<file path="src/cvec_pkg.sv">
// cvec_pkg: shared constants for the interrupt vectoring block
package cvec_pkg;

    // ------------------------------------------------------------
    // port addresses and command bytes
    // ------------------------------------------------------------
    localparam logic [15:0] CMD_PORT = 16'h00c0;
    localparam logic [15:0] MASK_PORT = 16'h00c2;
    localparam logic [7:0] RD_PENDING_CMD = 8'h0a;
    localparam logic [7:0] RD_SERVICE_CMD = 8'h0b;
    localparam logic [7:0] END_OF_SERVICE_CMD = 8'h20;

    // ------------------------------------------------------------
    // widths and reset values
    // ------------------------------------------------------------
    localparam int NUM_REQ = 8;
    localparam int IDX_W = 3;
    localparam int ADDR_W = 20;
    localparam logic [7:0] MASK_RESET = 8'h00;
    localparam logic [7:0] STATUS_RESET = 8'h00;
    localparam logic [7:0] UNMAPPED_READ = 8'h00;

    // ------------------------------------------------------------
    // vectors: fixed non-maskable slot, maskable slot is id times four
    // ------------------------------------------------------------
    localparam logic [ADDR_W-1:0] NMI_VECTOR = 20'h00008;
    localparam int VEC_SHIFT = 2;

    // ------------------------------------------------------------
    // processor interrupt sequence states
    // ------------------------------------------------------------
    typedef enum logic [2:0] {
        CVEC_IDLE,
        CVEC_NMI_PUSH,
        CVEC_NMI_CALL,
        CVEC_ACK1,
        CVEC_ACK2,
        CVEC_INT_PUSH,
        CVEC_INT_CALL
    } cvec_state_t;

endpackage

</file>
<file path="src/cvec_master_ctrl.sv">
// cvec_master_ctrl: eight-input fixed-priority master request controller
module cvec_master_ctrl (
    // clock and reset
    input wire logic clock_i,
    input wire logic resetn_i,
    // request inputs, already synchronised
    input wire logic [7:0] request_inputs_i,
    input wire logic [7:0] request_mask_i,
    input wire logic [7:0] slave_present_i,
    // acknowledge and command strobes
    input wire logic ack1_i,
    input wire logic ack2_i,
    input wire logic end_of_service_command_i,
    // status and answers
    output logic maskable_irq_o,
    output logic [7:0] pending_request_status_o,
    output logic [7:0] in_service_status_o,
    output logic [2:0] win_idx_o,
    output logic win_slave_o,
    output logic [2:0] cascade_o,
    output logic cascade_oe_o,
    output logic [7:0] id_data_o,
    output logic id_data_oe_o
);

    logic [7:0] allow;
    logic [7:0] cand;
    logic [7:0] grant;
    logic [2:0] cand_idx;
    logic [7:0] next_pend;
    logic [7:0] next_isr;
    logic next_irq;
    logic [2:0] next_win;
    logic next_slave;
    logic [2:0] next_casc;
    logic next_casc_oe;
    logic [7:0] next_id;
    logic next_id_oe;

    // ------------------------------------------------------------
    // priority: input 0 highest; an input may interrupt only above all in service
    // ------------------------------------------------------------
    genvar g;
    generate
        for (g = 0; g < cvec_pkg::NUM_REQ; g++) begin : g_allow
            assign allow[g] = ~|in_service_status_o[g:0];
        end
    endgenerate

    // a one blocks its input, a zero enables it
    assign cand = pending_request_status_o & ~request_mask_i & allow;
    assign grant = cand & (~cand + 8'h01);

    // encode the winning input number
    always_comb begin
        cand_idx = 3'h0;
        for (int i = cvec_pkg::NUM_REQ - 1; i >= 0; i--) begin
            if (cand[i]) begin
                cand_idx = i[2:0];
            end
        end
    end

    // ------------------------------------------------------------
    // next state
    // ------------------------------------------------------------
    always_comb begin
        // pending follows the lines; granted bit drops during acknowledge
        next_pend = request_inputs_i & ~(ack1_i ? grant : 8'h00);
        next_isr = in_service_status_o;
        if (end_of_service_command_i) begin
            next_isr = next_isr & (next_isr - 8'h01);
        end
        if (ack1_i) begin
            next_isr = next_isr | grant;
        end
        next_irq = |cand & ~ack1_i & ~ack2_i;
        next_win = win_idx_o;
        next_slave = win_slave_o;
        next_casc = cascade_o;
        next_casc_oe = cascade_oe_o;
        next_id = id_data_o;
        next_id_oe = 1'b0;
        if (ack1_i) begin
            next_win = cand_idx;
            next_slave = slave_present_i[cand_idx];
            // cascade code names the slave that answers the second pulse
            next_casc = cand_idx;
            next_casc_oe = slave_present_i[cand_idx];
            // byte driven only for a direct input: number in low bits
            next_id = {5'h00, cand_idx};
            next_id_oe = ~slave_present_i[cand_idx];
        end
        if (ack2_i) begin
            next_casc_oe = 1'b0;
        end
    end

    // ------------------------------------------------------------
    // registers
    // ------------------------------------------------------------
    always_ff @(posedge clock_i or negedge resetn_i) begin
        if (!resetn_i) begin
            pending_request_status_o <= cvec_pkg::STATUS_RESET;
            in_service_status_o <= cvec_pkg::STATUS_RESET;
            maskable_irq_o <= 1'b0;
            win_idx_o <= 3'h0;
            win_slave_o <= 1'b0;
            cascade_o <= 3'h0;
            cascade_oe_o <= 1'b0;
            id_data_o <= 8'h00;
            id_data_oe_o <= 1'b0;
        end else begin
            pending_request_status_o <= next_pend;
            in_service_status_o <= next_isr;
            maskable_irq_o <= next_irq;
            win_idx_o <= next_win;
            win_slave_o <= next_slave;
            cascade_o <= next_casc;
            cascade_oe_o <= next_casc_oe;
            id_data_o <= next_id;
            id_data_oe_o <= next_id_oe;
        end
    end

endmodule // cvec_master_ctrl

</file>
<file path="src/cvec_top.sv">
// cvec_top: processor interrupt vectoring with on-board master controller
module cvec_top (
    // clock and reset
    input wire logic clock_i,
    input wire logic resetn_i,
    // interrupt pins
    input wire logic nmi_i,
    input wire logic [7:0] request_inputs_i,
    input wire logic [7:0] slave_present_i,
    // processor core handshake
    input wire logic boundary_i,
    input wire logic set_enable_i,
    input wire logic clear_enable_i,
    input wire logic return_i,
    input wire logic restored_enable_i,
    input wire logic [7:0] ext_id_i,
    // port access
    input wire logic io_wr_i,
    input wire logic io_rd_i,
    input wire logic [15:0] io_addr_i,
    input wire logic [7:0] io_wdata_i,
    output logic [7:0] io_rdata_o,
    // sequence outputs
    output logic int_ack_o,
    output logic push_flags_o,
    output logic pushed_enable_o,
    output logic call_o,
    output logic [19:0] vector_o,
    output logic enable_flag_o,
    output logic busy_o,
    output logic maskable_irq_in_o,
    // controller bus side
    output logic [2:0] cascade_o,
    output logic cascade_oe_o,
    output logic [7:0] id_data_o,
    output logic id_data_oe_o
);

    // ------------------------------------------------------------
    // pin synchronisers: three stages, a change counts once 2 and 3 agree
    // ------------------------------------------------------------
    logic [8:0] sync1;
    logic [8:0] sync2;
    logic [8:0] sync3;
    logic [8:0] filt;
    logic [8:0] next_filt;
    logic [8:0] raw_pins;

    assign raw_pins = {nmi_i, request_inputs_i};

    genvar g;
    generate
        for (g = 0; g < 9; g++) begin : g_filt
            // only stages 2 and 3 are compared; stage 1 may be metastable
            assign next_filt[g] = (sync2[g] == sync3[g]) ? sync3[g] : filt[g];
        end
    endgenerate

    always_ff @(posedge clock_i or negedge resetn_i) begin
        if (!resetn_i) begin
            sync1 <= 9'h000;
            sync2 <= 9'h000;
            sync3 <= 9'h000;
            filt <= 9'h000;
        end else begin
            sync1 <= raw_pins;
            sync2 <= sync1;
            sync3 <= sync2;
            filt <= next_filt;
        end
    end

    // ------------------------------------------------------------
    // register port state
    // ------------------------------------------------------------
    logic [7:0] request_mask;
    logic read_select_command;
    logic [7:0] next_mask;
    logic next_sel;
    logic [7:0] next_rdata;
    logic eoi_strobe;
    logic [7:0] pend_stat;
    logic [7:0] isr_stat;
    logic cmd_hit;
    logic mask_hit;

    assign cmd_hit = (io_addr_i == cvec_pkg::CMD_PORT);
    assign mask_hit = (io_addr_i == cvec_pkg::MASK_PORT);
    assign eoi_strobe = io_wr_i & cmd_hit & (io_wdata_i == cvec_pkg::END_OF_SERVICE_CMD);

    // decode writes and reads; read data shows one cycle after the strobe
    always_comb begin
        next_mask = request_mask;
        next_sel = read_select_command;
        next_rdata = io_rdata_o;
        if (io_wr_i && mask_hit) begin
            next_mask = io_wdata_i;
        end else if (io_wr_i && cmd_hit) begin
            if (io_wdata_i == cvec_pkg::RD_PENDING_CMD) begin
                next_sel = 1'b0;
            end else if (io_wdata_i == cvec_pkg::RD_SERVICE_CMD) begin
                next_sel = 1'b1;
            end
        end
        if (io_rd_i) begin
            if (cmd_hit) begin
                next_rdata = read_select_command ? isr_stat : pend_stat;
            end else if (mask_hit) begin
                next_rdata = request_mask;
            end else begin
                next_rdata = cvec_pkg::UNMAPPED_READ;
            end
        end
    end

    always_ff @(posedge clock_i or negedge resetn_i) begin
        if (!resetn_i) begin
            request_mask <= cvec_pkg::MASK_RESET;
            read_select_command <= 1'b0;
            io_rdata_o <= 8'h00;
        end else begin
            request_mask <= next_mask;
            read_select_command <= next_sel;
            io_rdata_o <= next_rdata;
        end
    end

    // ------------------------------------------------------------
    // master controller
    // ------------------------------------------------------------
    cvec_pkg::cvec_state_t state;
    cvec_pkg::cvec_state_t next_state;
    logic win_slave;
    logic irq_level;

    cvec_master_ctrl u_ctrl (
        .clock_i(clock_i),
        .resetn_i(resetn_i),
        .request_inputs_i(filt[7:0]),
        .request_mask_i(request_mask),
        .slave_present_i(slave_present_i),
        .ack1_i(state == cvec_pkg::CVEC_ACK1),
        .ack2_i(state == cvec_pkg::CVEC_ACK2),
        .end_of_service_command_i(eoi_strobe),
        .maskable_irq_o(irq_level),
        .pending_request_status_o(pend_stat),
        .in_service_status_o(isr_stat),
        .win_idx_o(),
        .win_slave_o(win_slave),
        .cascade_o(cascade_o),
        .cascade_oe_o(cascade_oe_o),
        .id_data_o(id_data_o),
        .id_data_oe_o(id_data_oe_o)
    );

    // ------------------------------------------------------------
    // processor interrupt sequencer
    // ------------------------------------------------------------
    logic nmi_prev;
    logic nmi_pend;
    logic enable_flag;
    logic [7:0] id_byte;
    logic next_nmi_pend;
    logic next_enable;
    logic [7:0] next_id_byte;
    logic next_ack;
    logic next_push;
    logic next_pushed;
    logic next_call;
    logic [19:0] next_vector;

    always_comb begin
        next_state = state;
        next_enable = enable_flag;
        next_id_byte = id_byte;
        next_pushed = pushed_enable_o;
        next_vector = vector_o;
        next_push = 1'b0;
        next_call = 1'b0;
        // edge latch: a new edge in the take cycle is kept, set wins
        next_nmi_pend = nmi_pend;
        if (state == cvec_pkg::CVEC_NMI_PUSH) begin
            next_nmi_pend = 1'b0;
        end
        if (filt[8] && !nmi_prev) begin
            next_nmi_pend = 1'b1;
        end
        // software enable control and restore on return
        if (set_enable_i) begin
            next_enable = 1'b1;
        end else if (clear_enable_i) begin
            next_enable = 1'b0;
        end
        if (return_i) begin
            next_enable = restored_enable_i;
        end
        case (state)
            cvec_pkg::CVEC_IDLE: begin
                // boundary covers instruction end and each element move
                if (boundary_i && nmi_pend) begin
                    next_state = cvec_pkg::CVEC_NMI_PUSH;
                end else if (boundary_i && irq_level && enable_flag) begin
                    next_state = cvec_pkg::CVEC_ACK1;
                end
            end
            cvec_pkg::CVEC_NMI_PUSH: begin
                next_push = 1'b1;
                next_pushed = enable_flag;
                next_enable = 1'b0;
                next_state = cvec_pkg::CVEC_NMI_CALL;
            end
            cvec_pkg::CVEC_NMI_CALL: begin
                next_call = 1'b1;
                next_vector = cvec_pkg::NMI_VECTOR;
                next_state = cvec_pkg::CVEC_IDLE;
            end
            cvec_pkg::CVEC_ACK1: begin
                next_state = cvec_pkg::CVEC_ACK2;
            end
            cvec_pkg::CVEC_ACK2: begin
                // slave byte carries identity 5:3 and input 2:0 unchanged
                next_id_byte = win_slave ? ext_id_i : id_data_o;
                next_state = cvec_pkg::CVEC_INT_PUSH;
            end
            cvec_pkg::CVEC_INT_PUSH: begin
                next_push = 1'b1;
                next_pushed = enable_flag;
                next_enable = 1'b0;
                next_state = cvec_pkg::CVEC_INT_CALL;
            end
            cvec_pkg::CVEC_INT_CALL: begin
                next_call = 1'b1;
                next_vector = 20'({id_byte, 2'b00});
                next_state = cvec_pkg::CVEC_IDLE;
            end
            default: begin
                next_state = cvec_pkg::CVEC_IDLE;
            end
        endcase
        next_ack = (next_state == cvec_pkg::CVEC_ACK1) || (next_state == cvec_pkg::CVEC_ACK2);
    end

    // sequencer state and registered outputs
    always_ff @(posedge clock_i or negedge resetn_i) begin
        if (!resetn_i) begin
            state <= cvec_pkg::CVEC_IDLE;
            nmi_prev <= 1'b0;
            nmi_pend <= 1'b0;
            enable_flag <= 1'b0;
            id_byte <= 8'h00;
            int_ack_o <= 1'b0;
            push_flags_o <= 1'b0;
            pushed_enable_o <= 1'b0;
            call_o <= 1'b0;
            vector_o <= 20'h00000;
            enable_flag_o <= 1'b0;
            busy_o <= 1'b0;
            maskable_irq_in_o <= 1'b0;
        end else begin
            state <= next_state;
            nmi_prev <= filt[8];
            nmi_pend <= next_nmi_pend;
            enable_flag <= next_enable;
            id_byte <= next_id_byte;
            int_ack_o <= next_ack;
            push_flags_o <= next_push;
            pushed_enable_o <= next_pushed;
            call_o <= next_call;
            vector_o <= next_vector;
            enable_flag_o <= next_enable;
            busy_o <= (next_state != cvec_pkg::CVEC_IDLE);
            maskable_irq_in_o <= irq_level;
        end
    end

endmodule // cvec_top

</file>
<file path="config.mk">
export PLATFORM = sky130hd
export DESIGN_NAME = cvec_top
export DESIGN_NICKNAME = d
export VERILOG_FILES = /design/src/cvec_pkg.sv /design/src/cvec_master_ctrl.sv /design/src/cvec_top.sv
export SDC_FILE = /design/constraint.sdc
export NUM_CORES = 1
export LEC_CHECK = 0
export ABC_CLOCK_PERIOD_IN_PS = 3500
export BUFFER_PORTS_ARGS = -buffer_cell sky130_fd_sc_hd__buf_2
export CORE_MARGIN = 10
export CORE_UTILIZATION = 50
export CTS_CLUSTER_SIZE = 8
export DETAILED_ROUTE_END_ITERATION = 8
export PLACE_DENSITY_LB_ADDON = 0.08
export SYNTH_ARGS = -nofsm -noshare
export SYNTH_HDL_FRONTEND = slang
export SYNTH_SLANG_ARGS = --single-unit
</file>
<file path="constraint.sdc">
create_clock -name clock_i -period 3.5 [get_ports clock_i]
set_input_delay 0.525 -clock clock_i [delete_from_list [all_inputs] [get_ports clock_i]]
set_output_delay 0.525 -clock clock_i [all_outputs]
set_load 0.01 [all_outputs]
</file>
# After elaboration in Yosys (flattened, before gate mapping)
# Index checks and enable logic that the tools add are counted.
[totals]
reg_bits = 116
inputBits = 58
output_inout_bits = 48
wordCells = 144
[op_classes]
addsub = 2
magnitude_cmp = 1
n_eq_ne = 22
mux = 34
bitwise_logic = 17
reduce_logical = 34
[op_table]
columns = ["op", "n"]
rows = [
  ["8-bit two-way mux", 7],
  ["8-bit AND", 5],
  ["20-bit case mux with 2 select lines", 1],
  ["16-bit by 8-bit equality test with 1-bit output, second input constant", 2],
  ["3-bit two-way mux", 10],
  ["8-bit NOT", 3],
  ["8-bit by 4-bit equality test with 1-bit output, second input constant", 2],
  ["8-bit OR reduction", 2],
  ["3-bit case mux with 5 select lines", 1],
  ["1-bit two-way mux", 14],
  ["3-bit equality test, second input constant", 4],
  ["1-bit equality test", 9],
  ["3-bit by 2-bit equality test with 1-bit output, second input constant", 3],
  ["1-bit zero test", 9],
  ["8-bit by 1-bit adder with 8-bit output, second input constant", 1],
  ["8-bit by 6-bit equality test with 1-bit output, second input constant", 1],
  ["8-bit bitwise OR", 1],
  ["2-bit nonzero test", 4],
  ["8-bit by 1-bit subtractor with 8-bit output, second input constant", 1],
  ["7-bit OR reduction", 1],
  ["1-bit logical AND", 6],
  ["2-bit OR reduction", 3],
  ["6-bit OR reduction", 1],
  ["5-bit OR reduction", 1],
  ["other kinds (12)", 18],
]

# Depth between registers and ports, before layout
[depth]
depth_word = 15
mapped_depth = 8
mapped_depth_nobuf = 7

# Hierarchy
# Synthesis repeated with hierarchy kept, for this count alone.
[hier_totals]
cells_unflattened = 380
hier_area_um2 = 4415.5
[by_module_without_submodules]
columns = ["module", "n_inst", "cells_each", "area_per_inst_um2", "seq_area_each_um2"]
rows = [
  ["cvec_top", 1, 246, 3133.0, 2026.9],
  ["cvec_master_ctrl", 1, 134, 1282.5, 575.6],
]

# Worst setup path before layout
# OpenSTA, ideal clock, no wires.
[synth_path]
kind = "input to register"
start = "input io_addr_i[5]"
end = "register u_ctrl.in_service_status_o[3]"
setup_time_ns = 0.128
t_arrival_ns = 2.699
required_ns = 3.372
setup_slack_ns = 0.673
path_stages = 7
n_path_buf = 0
path_cell_list = "nor4b_1 > nand4_1 > or4_1 > or4_4 > or3_1 > o21ai_0 > o31ai_1"
[synth_via]
elab_chain_cells = 6
[synth_lines]
columns = ["element", "line", "source"]
rows = [
  ["from (decl)", "cvec_top.sv:20", "input wire logic [15:0] io_addr_i,"],
  ["16-bit by 8-bit equality test with 1-bit output (*)", "cvec_top.sv:87", "assign cmd_hit = (io_addr_i == cvec_pkg::CMD_PORT);"],
  ["1-bit AND (*) (2 in a row)", "cvec_top.sv:89", "assign eoi_strobe = io_wr_i & cmd_hit & (io_wdata_i == cvec_pkg::END_OF_SERVICE_CMD);"],
  ["8-bit two-way mux (*)", "cvec_master_ctrl.sv:71", "if (end_of_service_command_i) begin"],
  ["8-bit bitwise OR", "cvec_master_ctrl.sv:75", "next_isr = next_isr | grant;"],
  ["8-bit two-way mux (*)", "cvec_master_ctrl.sv:74", "if (ack1_i) begin"],
  ["named net u_ctrl.next_isr[3]", "cvec_master_ctrl.sv:31", "logic [7:0] next_isr;"],
  ["to (signal assigned)", "cvec_master_ctrl.sv:105", "in_service_status_o <= cvec_pkg::STATUS_RESET;"],
  ["to (signal assigned)", "cvec_master_ctrl.sv:115", "in_service_status_o <= next_isr;"],
  ["to (decl)", "cvec_master_ctrl.sv:17", "output logic [7:0] in_service_status_o,"],
]
# Mark *: on every way through the listed nets, which the timed path passes. The rest lies on a longest branch.
# A chain may end at the register's enable or synchronous reset.

# Worst setup path in the final report
[layout_path]
start = "register u_ctrl.in_service_status_o[0]"
end = "register u_ctrl.cascade_oe_o"
[layout_via]
elab_chain_cells = 15
elab_cells_between_ends = 28
cone_classes = "12 x mux; 1 x bitwise; 15 x reduce/logical"
[layout_lines]
columns = ["element", "line", "source"]
rows = [
  ["8-bit OR reduction", "cvec_master_ctrl.sv:46", "assign allow[g] = ~|in_service_status_o[g:0];"],
  ["1-bit zero test", "cvec_master_ctrl.sv:46", ""],
  ["8-bit AND (*)", "cvec_master_ctrl.sv:51", "assign cand = pending_request_status_o & ~request_mask_i & allow;"],
  ["3-bit two-way mux (7 in a row)", "cvec_master_ctrl.sv:58", "if (cand[i]) begin"],
  ["3-bit two-way mux (*)", "cvec_master_ctrl.sv:58", ""],
  ["1-bit binary-select mux with 3-bit select (*)", "cvec_master_ctrl.sv:89", "next_casc_oe = slave_present_i[cand_idx];"],
  ["1-bit two-way mux (not written as such) (*)", "cvec_master_ctrl.sv:89", ""],
  ["1-bit two-way mux (*)", "cvec_master_ctrl.sv:84", "if (ack1_i) begin"],
  ["1-bit two-way mux (*)", "cvec_master_ctrl.sv:94", "if (ack2_i) begin"],
  ["to (signal assigned)", "cvec_master_ctrl.sv:120", "cascade_oe_o <= next_casc_oe;"],
  ["to (decl)", "cvec_master_ctrl.sv:21", "output logic cascade_oe_o,"],
]
# Mark *: on every way between the ends. The rest lies on a longest branch, timed or not. The select of a mux whose other input is x is not followed.

==> key figures <==
Status
  • Run status: finished clean

Drt
  • Antenna Violating Nets Remaining: 0
  • Post-detailed-route via-to-cell ratio: 4.99
  • Starting DRT DRC Count: 106
  • Average routed wire per standard cell: 15.0 um
  • Remaining routing DRC violations: 0
  • Wirelength, routed: 8.65 mm
  • 1st-pass router iterations: 4
  • Vias: 2877

GRT
  • Via count of the first global-routing pass: 2910
  • Global-route wire length before repair: 14.3 mm
  • Number of antenna violations at the first check in global routing: 0
  • Largest net degree at the start of global routing: 92
  • Overall routing resource usage: 0.133
  • Total congestion overflow after global routing: 0

STA
  • Maximum clock frequency: 338 MHz
  • Unrepaired setup endpoints after global routing: false
  • Share of the clock period used by the worst path: 0.846
  • Endpoints failing hold: 0
  • Slew headroom: 0.267
  • Slew at the pin closest to its max-slew limit: 1.10 ns
  • Setup violation total in the final timing report: 0
  • Clock Skews: 0.00928 ns
  • Total negative setup slack: 0 ns
  • Crit path time final: 2.96 ns
  • WHS: 0.273 ns
  • Number of pins exceeding their max-slew limit in the final report: 0

Floorplanning
  • Die span in y: 113 um
  • Number of cell rows: 33
  • Starting utilization of the core area: 0.520
  • Total Die Area: 12700 um2
  • Core outline area: 8300 um2
  • Horizontal extent of the die: 113 um
  • # IOs: 106

Logic synthesis
  • Top post-synthesis cells by area: sky130_fd_sc_hd__dfrtp_1 60%, sky130_fd_sc_hd__mux2_2 4.4%, sky130_fd_sc_hd__nand2_1 4.4%
  • Primary flip-flop cell chosen by synthesis mapping: sky130_fd_sc_hd__dfrtp_1
  • Count of distinct cell types in the synthesized netlist: 48
  • EDFF count, synth: 0
  • Top-area cell type share of the netlist area: 0.603
  • Sequential element share of the synthesized area: 0.603
  • Number of warnings printed during yosys synthesis: 0
  • Top cell type by total area after synthesis: sky130_fd_sc_hd__dfrtp_1
  • Cell Area, Synth: 4310 um2
  • Gate count after technology mapping: 380
  • Share of synthesized flip-flops with an asynchronous set or reset: 1.00
  • #FFs+latches synth: 104
  • Synthesized area divided by synthesized cell count: 11.3 um2

Worst setup path
  • Type of the setup path with the least slack: reg2reg
  • Maximum net fanout on the critical path: 9
  • Crit start category: flop
  • Data required time at the worst endpoint: 3.79 ns
  • Endpoint class of the critical path: flop
  • Worst Reg-to-Reg Cells: 7
  • Crit path DAT: 3.25 ns

CTS
  • Maximum buffer depth of the clock tree: 2
  • Count of clock tree sinks: 104
  • Clock tree root buffer cell: sky130_fd_sc_hd__clkbuf_8
  • Number of post-CTS setup repair buffers: 0
  • Num CTS Buffers: 9
  • H-tree lvl count: 3
  • Clock transition at the registers of the reported paths: 0.10 ns
  • Count of cells resized by post-cts repair: 0
  • Number of hold buffers added after CTS: 0
  • Clock latency at the later pin of the worst-skew pair: 0.35 ns
  • CTS tree: built

Layout
  • Total non-filler cell area in the finished layout: 4950 um2
  • Synth-to-Final Area Change: 14.8%
  • Layout cells sized above 1: 0.291
  • NumNets Final: 524
  • Final antenna diode count: 0
  • Count of filler cells inserted in the layout: 725

Placed design
  • DP Wirelength: 6.50 mm
  • Final Wtd Congestion: 0.841
  • PortBufs: 88
  • Placed inst area: 4770 um2

Worst hold path
  • Worst Hold Path Cells: 1
  • Classification of the worst-slack hold path: in2reg

Flow run
  • Max Cap Viol: 0

Power
  • Maximum vdd drop: 0.293 mV
  • Power density over cell area: 533 nW/um2
  • Leakage dissipation: 2.41 nW
## flip-flops by register name, indices dropped and copies added, names as in the netlist, 3 cells and up
register                         flops
sync3                                9
request_mask                         8
u_ctrl.pending_request_status_o      8
u_ctrl.cascade_o                     3
vector_o                             8
io_rdata_o                           8
sync2                                9
filt                                 9
u_ctrl.in_service_status_o           8
sync1                                9
id_byte                              8
state                                3
## where the power goes
part           internal (W)  total (W)  switching (W)
sequential          0.00137    0.00149       0.000118
combinational      0.000192   0.000461       0.000269
clock              0.000266   0.000687       0.000421
total               0.00183    0.00264       0.000807
## metrics by stage
step	total power, W	utilization	instances	setup WS, ns
floorplan	0.00179	-	396	0.673
global route	0.00280	0.596	576	0.432
finish	0.00264	0.596	576	0.540
detailed placement	0.00199	0.575	560	0.538
CTS	0.00267	0.596	576	0.570
global placement	0.00197	0.575	560	0.575
## final timing paths
check	from	to	slack, ns
min in group asynchronous	resetn_i	push_flags_o	0.37
hold / removal	request_inputs_i[6]	sync1[6]	0.27
hold reg to reg	sync1[1]	sync2[1]	0.36
max in group asynchronous	resetn_i	request_mask[4]	2.29
setup / recovery	u_ctrl.in_service_status_o[0]	u_ctrl.cascade_oe_o	0.54
setup reg to reg	u_ctrl.in_service_status_o[0]	u_ctrl.cascade_oe_o	0.54
## cell families (layout without fill, tap and decap cells)
family | count (synthesis) | count (layout) | share of synthesized area
adders and majority gates | 9 | 9 | 0.0209
muxes | 31 | 31 | 0.0769
other | 1 | 17 | 0.000869
and+or+nand+nor | 134 | 134 | 0.158
buffers and inverters | 38 | 113 | 0.0508
DFF | 104 | 104 | 0.603
AOI/OAI and AO/OA | 63 | 63 | 0.0888
## cell usage in the layout, fill, tap and decap left out, types with 3 or more instances in the layout
| cell type | netlist | final |
|---|---|---|
| sky130_fd_sc_hd__a21o_1 | 3 | 3 |
| sky130_fd_sc_hd__a21oi_1 | 14 | 14 |
| sky130_fd_sc_hd__and2_1 | 3 | 3 |
| sky130_fd_sc_hd__buf_2 | 1 | 87 |
| sky130_fd_sc_hd__buf_4 | 20 | 3 |
| sky130_fd_sc_hd__clkbuf_8 | 0 | 9 |
| sky130_fd_sc_hd__clkinvlp_4 | 0 | 3 |
| sky130_fd_sc_hd__conb_1 | 1 | 17 |
| sky130_fd_sc_hd__dfrtp_1 | 104 | 104 |
| sky130_fd_sc_hd__inv_1 | 7 | 7 |
| sky130_fd_sc_hd__maj3_1 | 9 | 9 |
| sky130_fd_sc_hd__mux2_2 | 17 | 17 |
| sky130_fd_sc_hd__mux2i_1 | 14 | 14 |
| sky130_fd_sc_hd__nand2_1 | 50 | 50 |
| sky130_fd_sc_hd__nand2b_1 | 8 | 8 |
| sky130_fd_sc_hd__nand4_1 | 4 | 4 |
| sky130_fd_sc_hd__nor2_1 | 31 | 31 |
| sky130_fd_sc_hd__nor2b_1 | 3 | 3 |
| sky130_fd_sc_hd__nor3_1 | 4 | 4 |
| sky130_fd_sc_hd__nor4_1 | 4 | 4 |
| sky130_fd_sc_hd__nor4b_1 | 3 | 3 |
| sky130_fd_sc_hd__o21a_1 | 3 | 3 |
| sky130_fd_sc_hd__o21ai_0 | 28 | 28 |
| sky130_fd_sc_hd__o31ai_1 | 4 | 4 |
| sky130_fd_sc_hd__or4_1 | 3 | 3 |
## critical path: stages, from the launching register on
cell                       delay (ns)
sky130_fd_sc_hd__dfrtp_1         0.46
sky130_fd_sc_hd__or4_1           0.66
sky130_fd_sc_hd__or4_4           0.54
sky130_fd_sc_hd__o31ai_2         0.37
sky130_fd_sc_hd__nand2_2         0.16
sky130_fd_sc_hd__mux2i_1         0.14
sky130_fd_sc_hd__a32o_1          0.29
sky130_fd_sc_hd__and4bb_2        0.28
## Yosys cell counts (all sizes together) (2+ instances only)
| cell type | n |
|---|---|
| dfrtp | 104 |
| nand2 | 51 |
| nor2 | 31 |
| o21ai | 28 |
| buf | 24 |
| mux2 | 17 |
| a21oi | 14 |
| mux2i | 14 |
| maj3 | 9 |
| nand2b | 8 |
| clkbuf | 7 |
| inv | 7 |
| or4 | 7 |
| o31ai | 5 |
| nand4 | 4 |
| nor3 | 4 |
| nor4 | 4 |
| a21o | 3 |
| and2 | 3 |
| nor2b | 3 |
| nor4b | 3 |
| o21a | 3 |
| o31a | 3 |
| or2 | 3 |
| a21boi | 2 |
| and3 | 2 |
| and4bb | 2 |
| nand3 | 2 |
| nand3b | 2 |
| or3 | 2 |
## metal layers
layer | share of wire | vias to the layer above | global-route usage
met5 | 0 | - | 0
met4 | 0.0057 | 0 | 0.0330
met3 | 0.060 | 4 | 0.0386
met2 | 0.46 | 74 | 0.208
met1 | 0.48 | 1357 | 0.177
li1 | - | 1442 | -
## layout make-up
class	instances	area, um2	area share
clock buffer	9	124	0.0250
clock inverter	7	56.3	0.0114
inverter	7	26.3	0.00531
multi-input combinational	254	1550	0.313
sequential	104	2600	0.526
tap	105	131	0.0265
timing repair buffer	90	458	0.0925
No activity file was read; power rests on OpenSTA's default activity.
